--- src/common/stu_pkg.sv ---
package stu_pkg;

  localparam int REG_W = 16;
  localparam int ADDR_W = 6;

  // Register numbers as carried in the control byte
  localparam logic [ADDR_W-1:0] ADDR_WORD2_SEL  = 6'h27;
  localparam logic [ADDR_W-1:0] ADDR_LOGIC_CFG  = 6'h28;
  localparam logic [ADDR_W-1:0] ADDR_SRC_THR    = 6'h29;
  localparam logic [ADDR_W-1:0] ADDR_ARM_THR    = 6'h2a;
  localparam logic [ADDR_W-1:0] ADDR_GLITCH_W   = 6'h2b;
  localparam logic [ADDR_W-1:0] ADDR_VALID_WIN  = 6'h2c;

  localparam logic [REG_W-1:0] WORD2_SEL_RST = 16'h8010;
  localparam logic [REG_W-1:0] LOGIC_CFG_RST = 16'h0c01;
  localparam logic [REG_W-1:0] ZERO_WORD     = 16'h0000;
  localparam logic [REG_W-1:0] ONE_WORD      = 16'h0001;
  localparam logic [REG_W-1:0] MAX_WORD      = 16'hffff;

  // Control byte layout
  localparam int CTRL_REG_COMM_BIT   = 7;
  localparam int CTRL_WRITE_BIT      = 6;
  localparam int CTRL_OUT_PERMIT_BIT = 2;
  localparam int CTRL_ONE_SHOT_BIT   = 0;

  // Selector codes served inside this block
  localparam logic [REG_W-1:0] IDX_ANALOG = 16'h0000;
  localparam logic [REG_W-1:0] IDX_LATCH  = 16'h000e;
  localparam logic [REG_W-1:0] IDX_TIMER  = 16'h000f;

  // Sample period and derived divider count
  localparam int SAMPLE_PERIOD_US  = 200;
  localparam int CLK_PERIOD_NS     = 4;
  localparam int SAMPLE_DIV_CYCLES = SAMPLE_PERIOD_US * 1000 / CLK_PERIOD_NS;

  typedef enum logic [2:0] {
    ARM_ALWAYS   = 3'b000,
    ARM_A_ABOVE  = 3'b001,
    ARM_A_BELOW  = 3'b010,
    ARM_B_ABOVE  = 3'b011,
    ARM_B_BELOW  = 3'b100,
    ARM_EXT_HIGH = 3'b101,
    ARM_EXT_LOW  = 3'b110,
    ARM_RSVD     = 3'b111
  } stu_arm_e;

  typedef enum logic [1:0] {
    ORG_TIMER   = 2'b00,
    ORG_CHAN_A  = 2'b01,
    ORG_CHAN_B  = 2'b10,
    ORG_DIGITAL = 2'b11
  } stu_origin_e;

  typedef enum logic [1:0] {
    MODE_SHOT   = 2'b00,
    MODE_EDGE   = 2'b01,
    MODE_GLITCH = 2'b10,
    MODE_RSVD   = 2'b11
  } stu_mode_e;

  typedef enum logic [1:0] {
    WIN_IDLE = 2'b01,
    WIN_OPEN = 2'b10
  } stu_win_e;

  typedef struct packed {
    logic        rsvd15;
    stu_arm_e    arm_condition_select;
    stu_origin_e trigger_origin_select;
    stu_mode_e   mode;
    logic        rsvd7;
    logic        chain_window_enable;
    logic        begin_capture_select;
    logic        output_on_event;
    logic        timer_capture_on_event;
    logic        timer_clear_on_event;
    logic        width_compare_longer;
    logic        edge_polarity;
  } stu_logic_cfg_s;

endpackage

--- src/core/stu_trigger_unit.sv ---
`timescale 1ns/1ns
module stu_trigger_unit
  import stu_pkg::*;
#(
  parameter int SAMPLE_DIV = SAMPLE_DIV_CYCLES
)
(
  input  wire logic              i_clk,
  input  wire logic              i_reset,
  input  wire logic [7:0]        i_ctrl_byte,
  input  wire logic [REG_W-1:0]  i_output_word,
  input  wire logic [REG_W-1:0]  i_analog_channel_a,
  input  wire logic [REG_W-1:0]  i_analog_channel_b,
  input  wire logic              i_ext_trigger,
  input  wire logic              i_digital_input,
  input  wire logic              i_chain_condition,
  input  wire logic [REG_W-1:0]  i_record_word,
  output logic [7:0]             o_status_byte,
  output logic [REG_W-1:0]       o_input_word2,
  output logic [REG_W-1:0]       o_word2_index,
  output logic                   o_sample_tick,
  output logic                   o_trigger_event,
  output logic                   o_downstream_enable,
  output logic                   o_start_capture,
  output logic                   o_digital_output,
  output logic                   o_chain_reset
);

  localparam int DIV_W = $clog2(SAMPLE_DIV + 1);
  localparam logic [DIV_W-1:0] DIV_LAST = DIV_W'(SAMPLE_DIV - 1);
  localparam logic [DIV_W-1:0] DIV_ZERO = '0;

  ////////////////////////////////////////////////////////////////////////////
  function automatic logic is_above(input logic [REG_W-1:0] v, input logic [REG_W-1:0] t);
    is_above = $signed(v) > $signed(t);
  endfunction

  function automatic logic is_below(input logic [REG_W-1:0] v, input logic [REG_W-1:0] t);
    is_below = $signed(v) < $signed(t);
  endfunction

  ////////////////////////////////////////////////////////////////////////////
  logic [REG_W-1:0] word2_sel, logic_cfg, src_thr, arm_thr, glitch_w, valid_win;
  logic [REG_W-1:0] next_word2_sel, next_logic_cfg, next_src_thr;
  logic [REG_W-1:0] next_arm_thr, next_glitch_w, next_valid_win;
  logic [DIV_W-1:0] div_cnt, next_div_cnt;
  logic [REG_W-1:0] timer, next_timer, timer_latch, next_timer_latch;
  logic [REG_W-1:0] pulse_len, next_pulse_len, win_cnt, next_win_cnt;
  logic             src_prev, next_src_prev, shot_prev, next_shot_prev;
  logic             hist_valid, next_hist_valid, shot_valid, next_shot_valid;
  stu_win_e         win_state, next_win_state;
  logic [7:0]       next_status_byte;
  logic [REG_W-1:0] next_input_word2;
  logic             next_sample_tick, next_trigger_event, next_downstream_enable;
  logic             next_start_capture, next_digital_output, next_chain_reset;

  stu_logic_cfg_s   cfg;
  logic             tick, reg_comm, armed, src_level, active, prev_active;
  logic             shot_hit, edge_hit, glitch_hit, fire;
  logic [ADDR_W-1:0] reg_addr;
  logic [REG_W-1:0] reg_rd;

  ////////////////////////////////////////////////////////////////////////////
  always_comb
  begin
    cfg      = stu_logic_cfg_s'(logic_cfg);
    tick     = (div_cnt == DIV_LAST);
    reg_comm = i_ctrl_byte[CTRL_REG_COMM_BIT];
    reg_addr = i_ctrl_byte[ADDR_W-1:0];

    // Arming condition
    unique case (cfg.arm_condition_select)
      ARM_ALWAYS:   armed = 1'b1;
      ARM_A_ABOVE:  armed = is_above(i_analog_channel_a, arm_thr);
      ARM_A_BELOW:  armed = is_below(i_analog_channel_a, arm_thr);
      ARM_B_ABOVE:  armed = is_above(i_analog_channel_b, arm_thr);
      ARM_B_BELOW:  armed = is_below(i_analog_channel_b, arm_thr);
      ARM_EXT_HIGH: armed = i_ext_trigger;
      ARM_EXT_LOW:  armed = !i_ext_trigger;
      ARM_RSVD:     armed = 1'b0;
    endcase

    // Source level against threshold 1; timer compares unsigned
    unique case (cfg.trigger_origin_select)
      ORG_TIMER:   src_level = timer > src_thr;
      ORG_CHAN_A:  src_level = is_above(i_analog_channel_a, src_thr);
      ORG_CHAN_B:  src_level = is_above(i_analog_channel_b, src_thr);
      ORG_DIGITAL: src_level = i_digital_input;
    endcase

    active      = cfg.edge_polarity ? src_level : !src_level;
    prev_active = cfg.edge_polarity ? src_prev : !src_prev;

    // Shot edges are only meaningful while the control byte carries control bits
    // No edge until a history exists, so leaving reset cannot fake one
    shot_hit   = !reg_comm && shot_valid &&
                 (i_ctrl_byte[CTRL_ONE_SHOT_BIT] != shot_prev);
    edge_hit   = tick && hist_valid && active && !prev_active;
    glitch_hit = tick && hist_valid && !active && prev_active && (cfg.width_compare_longer ?
                 (pulse_len > glitch_w) : (pulse_len < glitch_w));

    unique case (cfg.mode)
      MODE_SHOT:   fire = armed && shot_hit;
      MODE_EDGE:   fire = armed && edge_hit;
      MODE_GLITCH: fire = armed && glitch_hit;
      MODE_RSVD:   fire = 1'b0;
    endcase

    unique case (reg_addr)
      ADDR_WORD2_SEL: reg_rd = word2_sel;
      ADDR_LOGIC_CFG: reg_rd = logic_cfg;
      ADDR_SRC_THR:   reg_rd = src_thr;
      ADDR_ARM_THR:   reg_rd = arm_thr;
      ADDR_GLITCH_W:  reg_rd = glitch_w;
      ADDR_VALID_WIN: reg_rd = valid_win;
      default:        reg_rd = ZERO_WORD;
    endcase
  end

  ////////////////////////////////////////////////////////////////////////////
  // Register file over process-data register communication
  always_comb
  begin
    next_word2_sel = word2_sel;
    next_logic_cfg = logic_cfg;
    next_src_thr   = src_thr;
    next_arm_thr   = arm_thr;
    next_glitch_w  = glitch_w;
    next_valid_win = valid_win;
    if (reg_comm && i_ctrl_byte[CTRL_WRITE_BIT])
    begin
      unique case (reg_addr)
        ADDR_WORD2_SEL: next_word2_sel = i_output_word;
        ADDR_LOGIC_CFG: next_logic_cfg = i_output_word;
        ADDR_SRC_THR:   next_src_thr   = i_output_word;
        ADDR_ARM_THR:   next_arm_thr   = i_output_word;
        ADDR_GLITCH_W:  next_glitch_w  = i_output_word;
        ADDR_VALID_WIN: next_valid_win = i_output_word;
        default:        next_word2_sel = word2_sel;
      endcase
    end
  end

  always_ff @(posedge i_clk or posedge i_reset)
  begin
    if (i_reset)
    begin
      word2_sel <= WORD2_SEL_RST;
      logic_cfg <= LOGIC_CFG_RST;
      src_thr   <= ZERO_WORD;
      arm_thr   <= ZERO_WORD;
      glitch_w  <= ZERO_WORD;
      valid_win <= ZERO_WORD;
    end
    else
    begin
      word2_sel <= next_word2_sel;
      logic_cfg <= next_logic_cfg;
      src_thr   <= next_src_thr;
      arm_thr   <= next_arm_thr;
      glitch_w  <= next_glitch_w;
      valid_win <= next_valid_win;
    end
  end

  ////////////////////////////////////////////////////////////////////////////
  // Sample divider, timer, source history
  always_comb
  begin
    next_div_cnt     = tick ? DIV_ZERO : div_cnt + DIV_W'(1);
    next_timer       = tick ? timer + ONE_WORD : timer;
    next_timer_latch = timer_latch;
    if (fire && cfg.timer_capture_on_event)
      next_timer_latch = timer;
    // Clear wins over the count; counting resumes on the next sample
    if (fire && cfg.timer_clear_on_event)
      next_timer = ZERO_WORD;
    next_src_prev  = tick ? src_level : src_prev;
    next_shot_prev = reg_comm ? shot_prev : i_ctrl_byte[CTRL_ONE_SHOT_BIT];
    next_hist_valid = hist_valid || tick;
    next_shot_valid = shot_valid || !reg_comm;
    next_pulse_len = pulse_len;
    if (tick)
    begin
      if (!active)
        next_pulse_len = ZERO_WORD;
      else if (pulse_len != MAX_WORD)
        next_pulse_len = pulse_len + ONE_WORD;
    end
  end

  always_ff @(posedge i_clk or posedge i_reset)
  begin
    if (i_reset)
    begin
      div_cnt     <= DIV_ZERO;
      timer       <= ZERO_WORD;
      timer_latch <= ZERO_WORD;
      src_prev    <= 1'b0;
      shot_prev   <= 1'b0;
      pulse_len   <= ZERO_WORD;
      hist_valid  <= 1'b0;
      shot_valid  <= 1'b0;
    end
    else
    begin
      div_cnt     <= next_div_cnt;
      timer       <= next_timer;
      timer_latch <= next_timer_latch;
      src_prev    <= next_src_prev;
      shot_prev   <= next_shot_prev;
      pulse_len   <= next_pulse_len;
      hist_valid  <= next_hist_valid;
      shot_valid  <= next_shot_valid;
    end
  end

  ////////////////////////////////////////////////////////////////////////////
  // Event actions and valid-trigger window
  always_comb
  begin
    next_win_state         = win_state;
    next_win_cnt           = win_cnt;
    next_chain_reset       = 1'b0;
    next_downstream_enable = o_downstream_enable;
    next_start_capture     = fire && cfg.begin_capture_select;
    next_trigger_event     = fire;
    next_sample_tick       = tick;
    next_digital_output = o_digital_output;
    if (!i_ctrl_byte[CTRL_OUT_PERMIT_BIT] || reg_comm)
      next_digital_output = reg_comm ? o_digital_output : 1'b0;
    if (fire && cfg.output_on_event && !reg_comm && i_ctrl_byte[CTRL_OUT_PERMIT_BIT])
      next_digital_output = 1'b1;
    unique case (win_state)
      WIN_IDLE:
      begin
        if (fire && cfg.chain_window_enable && !cfg.begin_capture_select)
        begin
          next_win_state = WIN_OPEN;
          next_win_cnt   = valid_win;
        end
      end
      WIN_OPEN:
      begin
        if (i_chain_condition)
          next_win_state = WIN_IDLE;
        else if (tick)
        begin
          if (win_cnt == ZERO_WORD)
          begin
            // Late answer from the next unit tears the chain back down
            next_win_state         = WIN_IDLE;
            next_chain_reset       = 1'b1;
            next_downstream_enable = 1'b0;
          end
          else
            next_win_cnt = win_cnt - ONE_WORD;
        end
      end
      default:
        next_win_state = WIN_IDLE;
    endcase
    // A fresh event outranks a window expiry in the same cycle at downstream enable only; the expiry still pulses chain reset
    if (fire && !cfg.begin_capture_select)
      next_downstream_enable = 1'b1;
    next_status_byte = i_ctrl_byte;
    if (reg_comm)
      next_input_word2 = reg_rd;
    else if (word2_sel == IDX_ANALOG)
      next_input_word2 = i_analog_channel_a;
    else if (word2_sel == IDX_LATCH)
      next_input_word2 = timer_latch;
    else if (word2_sel == IDX_TIMER)
      next_input_word2 = timer;
    else
      next_input_word2 = i_record_word;
  end

  always_ff @(posedge i_clk or posedge i_reset)
  begin
    if (i_reset)
    begin
      win_state           <= WIN_IDLE;
      win_cnt             <= ZERO_WORD;
      o_status_byte       <= 8'h00;
      o_input_word2       <= ZERO_WORD;
      o_word2_index       <= WORD2_SEL_RST;
      o_sample_tick       <= 1'b0;
      o_trigger_event     <= 1'b0;
      o_downstream_enable <= 1'b0;
      o_start_capture     <= 1'b0;
      o_digital_output    <= 1'b0;
      o_chain_reset       <= 1'b0;
    end
    else
    begin
      win_state           <= next_win_state;
      win_cnt             <= next_win_cnt;
      o_status_byte       <= next_status_byte;
      o_input_word2       <= next_input_word2;
      o_word2_index       <= next_word2_sel;
      o_sample_tick       <= next_sample_tick;
      o_trigger_event     <= next_trigger_event;
      o_downstream_enable <= next_downstream_enable;
      o_start_capture     <= next_start_capture;
      o_digital_output    <= next_digital_output;
      o_chain_reset       <= next_chain_reset;
    end
  end

endmodule

--- config.mk ---
export PLATFORM = sky130hd
export DESIGN_NAME = stu_trigger_unit
export DESIGN_NICKNAME = d
export VERILOG_FILES = /design/src/common/stu_pkg.sv /design/src/core/stu_trigger_unit.sv
export SDC_FILE = /design/constraint.sdc
export NUM_CORES = 1
export LEC_CHECK = 0
export ABC_AREA = 1
export BUFFER_PORTS_ARGS = -buffer_cell sky130_fd_sc_hd__buf_2
export CAP_MARGIN = 20
export CORE_MARGIN = 2
export CORE_UTILIZATION = 45
export DETAILED_ROUTE_END_ITERATION = 6
export GPL_TIMING_DRIVEN = 0
export HOLD_SLACK_MARGIN = 0.15
export PLACE_DENSITY = 0.64
export SLEW_MARGIN = 0
export SYNTH_ARGS = -nofsm -noshare
export SYNTH_HDL_FRONTEND = slang
export SYNTH_SLANG_ARGS = --single-unit
export TNS_END_PERCENT = 5
--- constraint.sdc ---
create_clock -name i_clk -period 20.7 [get_ports i_clk]
set_clock_uncertainty 0.15 [all_clocks]
set_input_delay 3.105 -clock i_clk [delete_from_list [all_inputs] [get_ports i_clk]]
set_output_delay 3.105 -clock i_clk [all_outputs]
set_load 0.02 [all_outputs]
# --- Word-level counts from Yosys, hierarchy flattened ---
# Index checks and enable logic that the tools add are counted.
op_classes:
  n_addsub: 4
  order_cmp: 9
  n_eq_ne: 35
  n_mux: 38
  reduce_logical: 54
ops:
  columns: ["operator", "count"]
  rows:
  - ["$mux 16", 13]
  - ["$gt 16x16->1", 6]
  - ["$pmux 16 s6", 1]
  - ["$add 16x1->16 const B", 3]
  - ["$lt 16x16->1", 3]
  - ["$eq 6x6->1 const B", 6]
  - ["$eq 16x4->1 const B", 2]
  - ["$logic_not 16->1", 2]
  - ["$pmux 16 s2", 1]
  - ["$logic_and 1x1->1", 21]
  - ["$eq 16x16->1 const B", 1]
  - ["$ne 16x16->1 const B", 1]
  - ["$reduce_and 2->1", 8]
  - ["$sub 16x1->16 const B", 1]
  - ["$mux 1", 15]
  - ["$eq 3x3->1 const B", 4]
  - ["$reduce_bool 2->1", 6]
  - ["$eq 2x2->1 const B", 5]
  - ["$logic_not 1->1", 8]
  - ["$mux 2", 4]
  - ["$ne 2x2->1 const B", 4]
  - ["$pmux 1 s4", 2]
  - ["$pmux 1 s8", 1]
  - ["$eq 2x1->1 const B", 3]
  - ["12 further kinds", 19]
word_totals:
  ff_bits: 212
  inputBits: 77
  output_inout_bits: 46
  word_cells: 164

# --- Longest topological paths before layout ---
logic_depth:
  depth_word: 15
  depth_mapped: 25
  mapped_depth_nobuf: 24

# --- Worst setup path after synthesis ---
# Ideal clock, no wire load.
synth_timing:
  path_type: "in2reg"
  start: "input port i_analog_channel_b[15]"
  end: "register timer_latch[6]"
  setup_ns: 0.124
  arrival_time_ns: 4.964
  t_required_ns: 20.426
  setup_slack_ns: 15.462
  path_stages: 21
  n_path_buf: 1
  cell_sequence: "ha_1 -> nand2_1 -> nor2_2 -> nand2_1 -> nor2_2 -> nand2_1 -> nand4_1 -> nand3_1 -> nand2_2 -> nand2_2 -> nand2_1 -> nand3_1 -> nand2_1 -> nand3_2 -> nand2_4 -> nand2_2 -> inv_4 -> nand2_4 -> buf_4 -> nand2_1 -> o21ai_1"
synth_between:
  elab_chain_cells: 11
  elab_cells_between_ends: 18
  classes_between: "order compare: 3; mux: 4; reduce/logical: 11"
synth_lines:
  columns: ["item", "line", "source"]
  rows:
  - ["start: declaration", "stu_trigger_unit.sv:13", "input wire logic [REG_W-1:0] i_analog_channel_b,"]
  - ["$gt 16x16->1", "stu_trigger_unit.sv:35", "is_above = $signed(v) > $signed(t);"]
  - ["$pmux 1 s4", "stu_trigger_unit.sv:84", "unique case (cfg.trigger_origin_select)"]
  - ["$logic_not 1->1", "stu_trigger_unit.sv:91", "active = cfg.edge_polarity ? src_level : !src_level;"]
  - ["$mux 1", "stu_trigger_unit.sv:91", null]
  - ["$logic_not 1->1", null, null]
  - ["$logic_and 1x1->1 (3 in series)", "stu_trigger_unit.sv:99", "glitch_hit = tick && hist_valid && !active && prev_active && (cfg.width_compare_longer ?"]
  - ["$logic_and 1x1->1", "stu_trigger_unit.sv:105", "MODE_GLITCH: fire = armed && glitch_hit;"]
  - ["$pmux 1 s4 *", "stu_trigger_unit.sv:102", "unique case (cfg.mode)"]
  - ["net fire", "stu_trigger_unit.sv:59", "logic shot_hit, edge_hit, glitch_hit, fire;"]
  - ["$logic_and 1x1->1 *", "stu_trigger_unit.sv:173", "if (fire && cfg.timer_capture_on_event)"]
  - ["end signal: assignment", "stu_trigger_unit.sv:209", "timer_latch <= next_timer_latch;"]
  - ["end: declaration", "stu_trigger_unit.sv:47", "logic [REG_W-1:0] timer, next_timer, timer_latch, next_timer_latch;"]
# The timed path passes the listed nets; every way through them passes the cells marked *.
# A chain may end at the register's enable or synchronous reset.

# --- Worst setup path in the final report ---
layout_timing:
  start: "input port i_analog_channel_a[15]"
  end: "register timer[7]"
layout_between:
  elab_chain_cells: 12
  elab_cells_between_ends: 20
  classes_between: "order compare: 3; mux: 5; reduce/logical: 12"
layout_lines:
  columns: ["item", "line", "source"]
  rows:
  - ["start: declaration", "stu_trigger_unit.sv:12", "input wire logic [REG_W-1:0] i_analog_channel_a,"]
  - ["$gt 16x16->1", "stu_trigger_unit.sv:35", null]
  - ["$pmux 1 s4", "stu_trigger_unit.sv:84", null]
  - ["$logic_not 1->1", "stu_trigger_unit.sv:91", null]
  - ["$mux 1", "stu_trigger_unit.sv:91", null]
  - ["$logic_not 1->1", null, null]
  - ["$logic_and 1x1->1 (3 in series)", "stu_trigger_unit.sv:99", null]
  - ["$logic_and 1x1->1", "stu_trigger_unit.sv:105", null]
  - ["$pmux 1 s4 *", "stu_trigger_unit.sv:102", null]
  - ["net fire", "stu_trigger_unit.sv:59", null]
  - ["$logic_and 1x1->1 *", "stu_trigger_unit.sv:176", "if (fire && cfg.timer_clear_on_event)"]
  - ["$mux 16 or $reduce_bool 2->1 (tied branches)", null, null]
  - ["end signal: assignment", "stu_trigger_unit.sv:208", "timer <= next_timer;"]
  - ["end: declaration", "stu_trigger_unit.sv:47", null]
# Marked as above.

==> results by group <==
Status
  – Status: finished, final reports clean

Clock network
  – Post-CTS Setup Inserts: 0
  – Hold_buf cts: 0
  – Inserted Clock Buffers: 26
  – Clk slew on worst S/H paths: 0.06 ns
  – Max clock buf depth: 3
  – Worst-Skew Late Latency: 0.54 ns
  – CTS tree: done
  – Clock sinks: 212
  – Post-cts sizing count: 0
  – H-tree levels: 1
  – Clock Tree Root: clkbuf_16

Timing
  – Setup violations, final: 0
  – Slew Limit Fails: 0
  – Least-Margin Pin Slew: 0.9620 ns
  – Slew margin rel.: 35.52%
  – TNS Setup: 0 ns
  – Hold Vio Cnt, Final: 0
  – Final cycle utilization of the critical path: 26.93%
  – Max frequency: 179.4 MHz
  – Unrepaired setup endpoints after global routing: false
  – Fin crit period: 5.575 ns

Route
  – Post-DRT Antenna Nets: 0
  – Routed length per instance: 18.33 um
  – Via count: 11860
  – Via/cell ratio: 5.459
  – Pre-Repair DR Iteration Count: 5
  – WL final: 39810 um
  – Starting DRT DRC Count: 921
  – Post-route DRC: 0

Power and ir drop
  – P_leak: 0.007238 uW
  – Internal Pwr Total: 766.2 uW
  – Comb pwr share: 19.3%
  – Maximum VDD drop: 0.05861 mV
  – Switching Share: 31.20%
  – Clock power share: 39.6%
  – Sequential power share: 41.1%
  – P per Cell Area: 76.35 nW/um^2
  – Switch Pwr: 347.5 uW

Yosys
  – Largest area contributor in the netlist: dfrtp_1
  – Synth top area share: 40.82%
  – Yosys warnings: 0
  – Synth Cell Area: 12630 um^2
  – Register bit total from synthesis: 212
  – Commonest cells in the netlist: nand2_1, inv_1, dfrtp_1
  – Syn Inst Count: 1620
  – Top area cells in the synthesized netlist: dfrtp_1, nand2_1, ha_1
  – Ys async rst share: 100.0%
  – Most instantiated library cell after synthesis: nand2_1
  – Syn_area_per_cell: 7.795 um^2
  – Sequential share of the synthesized area: 42.07%
  – Syn Nets: 1800
  – Unique masters post-synth: 52
  – Dominant synthesized flop cell: dfrtp_1
  – Number of enable flip-flop cells after synthesis: 0

Setup path
  – Crit path max fanout: 10
  – WS Path Type: input pin to register
  – Worst setup EP type: register
  – R2R Path End: o_input_word2[12]
  – Startpoint Class: input pin
  – Critical path required time: 20.98 ns
  – Crit path DAT: 5.86 ns
  – Reg2reg path depth: 8
  – FF-to-FF Start: o_word2_index[13]
  – R2r setup slk: 17.25 ns

GRT
  – Initial antenna violation count: 0
  – Total GRT Usage: 27.30%
  – First-pass GRT wire length: 61220 um
  – Largest net degree at the start of global routing: 114
  – Grt ovf: 0
  – Vias in the first global route: 11030

Layout
  – N_diodes: 0
  – Nets: 1954
  – Cell area after layout: 14590 um^2
  – Layout area overhead: 15.52%
  – Fraction of layout cells with a size suffix above 1: 11.93%

Job
  – Max cap viols: 0

Hold path
  – Hold Startpoint: hist_valid
  – Hold WC Path Type: register to register
  – Worst Hold Depth: 2
  – Worst Hold Path EP: hist_valid

Place
  – IO Port Bufs: 122
  – RePlAce Congestion: 0.9212
  – Detailed Place HPWL: 30760 um
  – Cell Area, Placed: 13760 um^2

Floorplanning
  – Num rows: 61
  – Die height: 171.5 um
  – Die Area: 29420 um^2
  – Initial Utilization: 45.58%
  – Chip width: 171.5 um
  – Core area: 27710 um^2
  – I/O pin count: 123
==> worst max-delay path, stage by stage <==
cell and delay (ns):
buf_2 0.12, ha_1 0.36, nand4_1 0.15, nor3_1 0.39, nand2_1 0.21, nand3_1 0.11, nand2_1 0.11, o21ai_0 0.17
nor2_1 0.08, a21oi_2 0.29, nand2_2 0.19, inv_4 0.12, nand2_2 0.13, buf_6 0.19, nand3_1 0.08, inv_1 0.04
==> per-stage QoR <==
stage	std cells	total power, uW	setup WS [ns]	util (%)	hold slack, ns
4_1_cts	2171	1116	15.22	52.63	0.3085
2_1_floorplan	1620	600.7	11.66	-	0.2729
5_1_grt	2172	1164	14.95	52.65	0.3233
3_5_place_dp	2123	675.7	14.67	49.65	0.2928
6_report	2172	1114	15.13	52.65	0.3121
3_3_place_gp	2120	669.1	9.079	49.49	0.2838
==> power groups by stage <==
stage	combinational [uW]	sequential, uW	clock (uW)
final	215	458	441
after global routing	240	461	463
after CTS	213	457	446
after detailed placement	211	464	0
after global placement	205	464	0
after floorplan	131	470	0
==> per-layer routing <==
| metal | routed length (um) | global-route usage, % | up-vias |
|---|---|---|---|
| met5 | 0 | 0 | - |
| met4 | 1594 | 10.28 | 0 |
| met3 | 3164 | 4.257 | 88 |
| met2 | 17470 | 42.43 | 479 |
| met1 | 17580 | 38.39 | 5608 |
| li1 | - | - | 5682 |
==> layout make-up <==
class	count	area, um^2
Buffer	45	214.0
Timing Repair Buffer	126	653.1
Clock inverter	9	55.05
Fill cell	2714	13120
Tap cell	378	473.0
Clock buffer	39	770.7
Sequential cell	212	5313
Inverter	233	884.6
Multi-Input combinational cell	1130	6223
==> layout by cell type (no fill, tap or decap), types with 4 or more instances in the layout <==
master and instances:
xor2_1 15, nand2_2 6, inv_1 229, a21oi_1 72, o22ai_1 16, buf_2 128, ha_1 103, clkbuf_1 41
nand2_1 400, a211oi_1 7, nor4_1 9, nor2_1 96, o21ai_0 165, nor2_2 5, nor3_2 4, nand4_1 17
o211ai_1 22, a31oi_1 15, nor3_1 19, clkinv_2 5, a32oi_1 5, nand3b_1 5, or2_2 5, o221ai_1 4
nand3_1 90, clkinvlp_4 4, dfstp_2 6, o21ai_1 19, clkbuf_16 27, clkbuf_8 5, dfrtp_1 206
==> state kept, by name, indices dropped and copies added (netlist names) <==
name                 flops
o_chain_reset            1
o_start_capture          1
win_cnt                 16
shot_prev                1
hist_valid               1
valid_win               16
pulse_len               16
src_thr                 16
div_cnt                 16
o_status_byte            8
o_downstream_enable      1
o_trigger_event          1
shot_valid               1
timer                   16
timer_latch             16
o_word2_index           16
o_sample_tick            1
arm_thr                 16
src_prev                 1
o_input_word2           16
cfg                     16
o_digital_output         1
win_state                2
glitch_w                16
==> worst max-delay path by stage <==
stage	slack (ns)	from	depth (start not counted)	to
after floorplan	11.66	i_reset	1	arm_thr[0]
final	15.13	i_analog_channel_a[15]	16	timer[7]
after detailed placement	14.67	i_analog_channel_a[15]	16	timer[5]
after CTS	15.22	i_analog_channel_a[15]	16	timer[5]
after global routing	14.95	i_analog_channel_a[15]	18	pulse_len[7]
after global placement	9.08	i_reset	2	o_sample_tick
==> cells by family (layout without fill, tap and decap cells) <==
| kind of cell | count (synthesis) | after routing | synth area share [%] |
|---|---|---|---|
| simple gates | 666 | 666 | 22.61 |
| compound gates | 342 | 342 | 15.12 |
| buf+inv | 278 | 452 | 8.640 |
| flops | 212 | 212 | 42.07 |
| fa+ha+maj | 103 | 103 | 10.21 |
| xor+xnor | 16 | 16 | 1.110 |
| mux | 3 | 3 | 0.2378 |
Note: power is estimated with default switching activity, not from simulation.
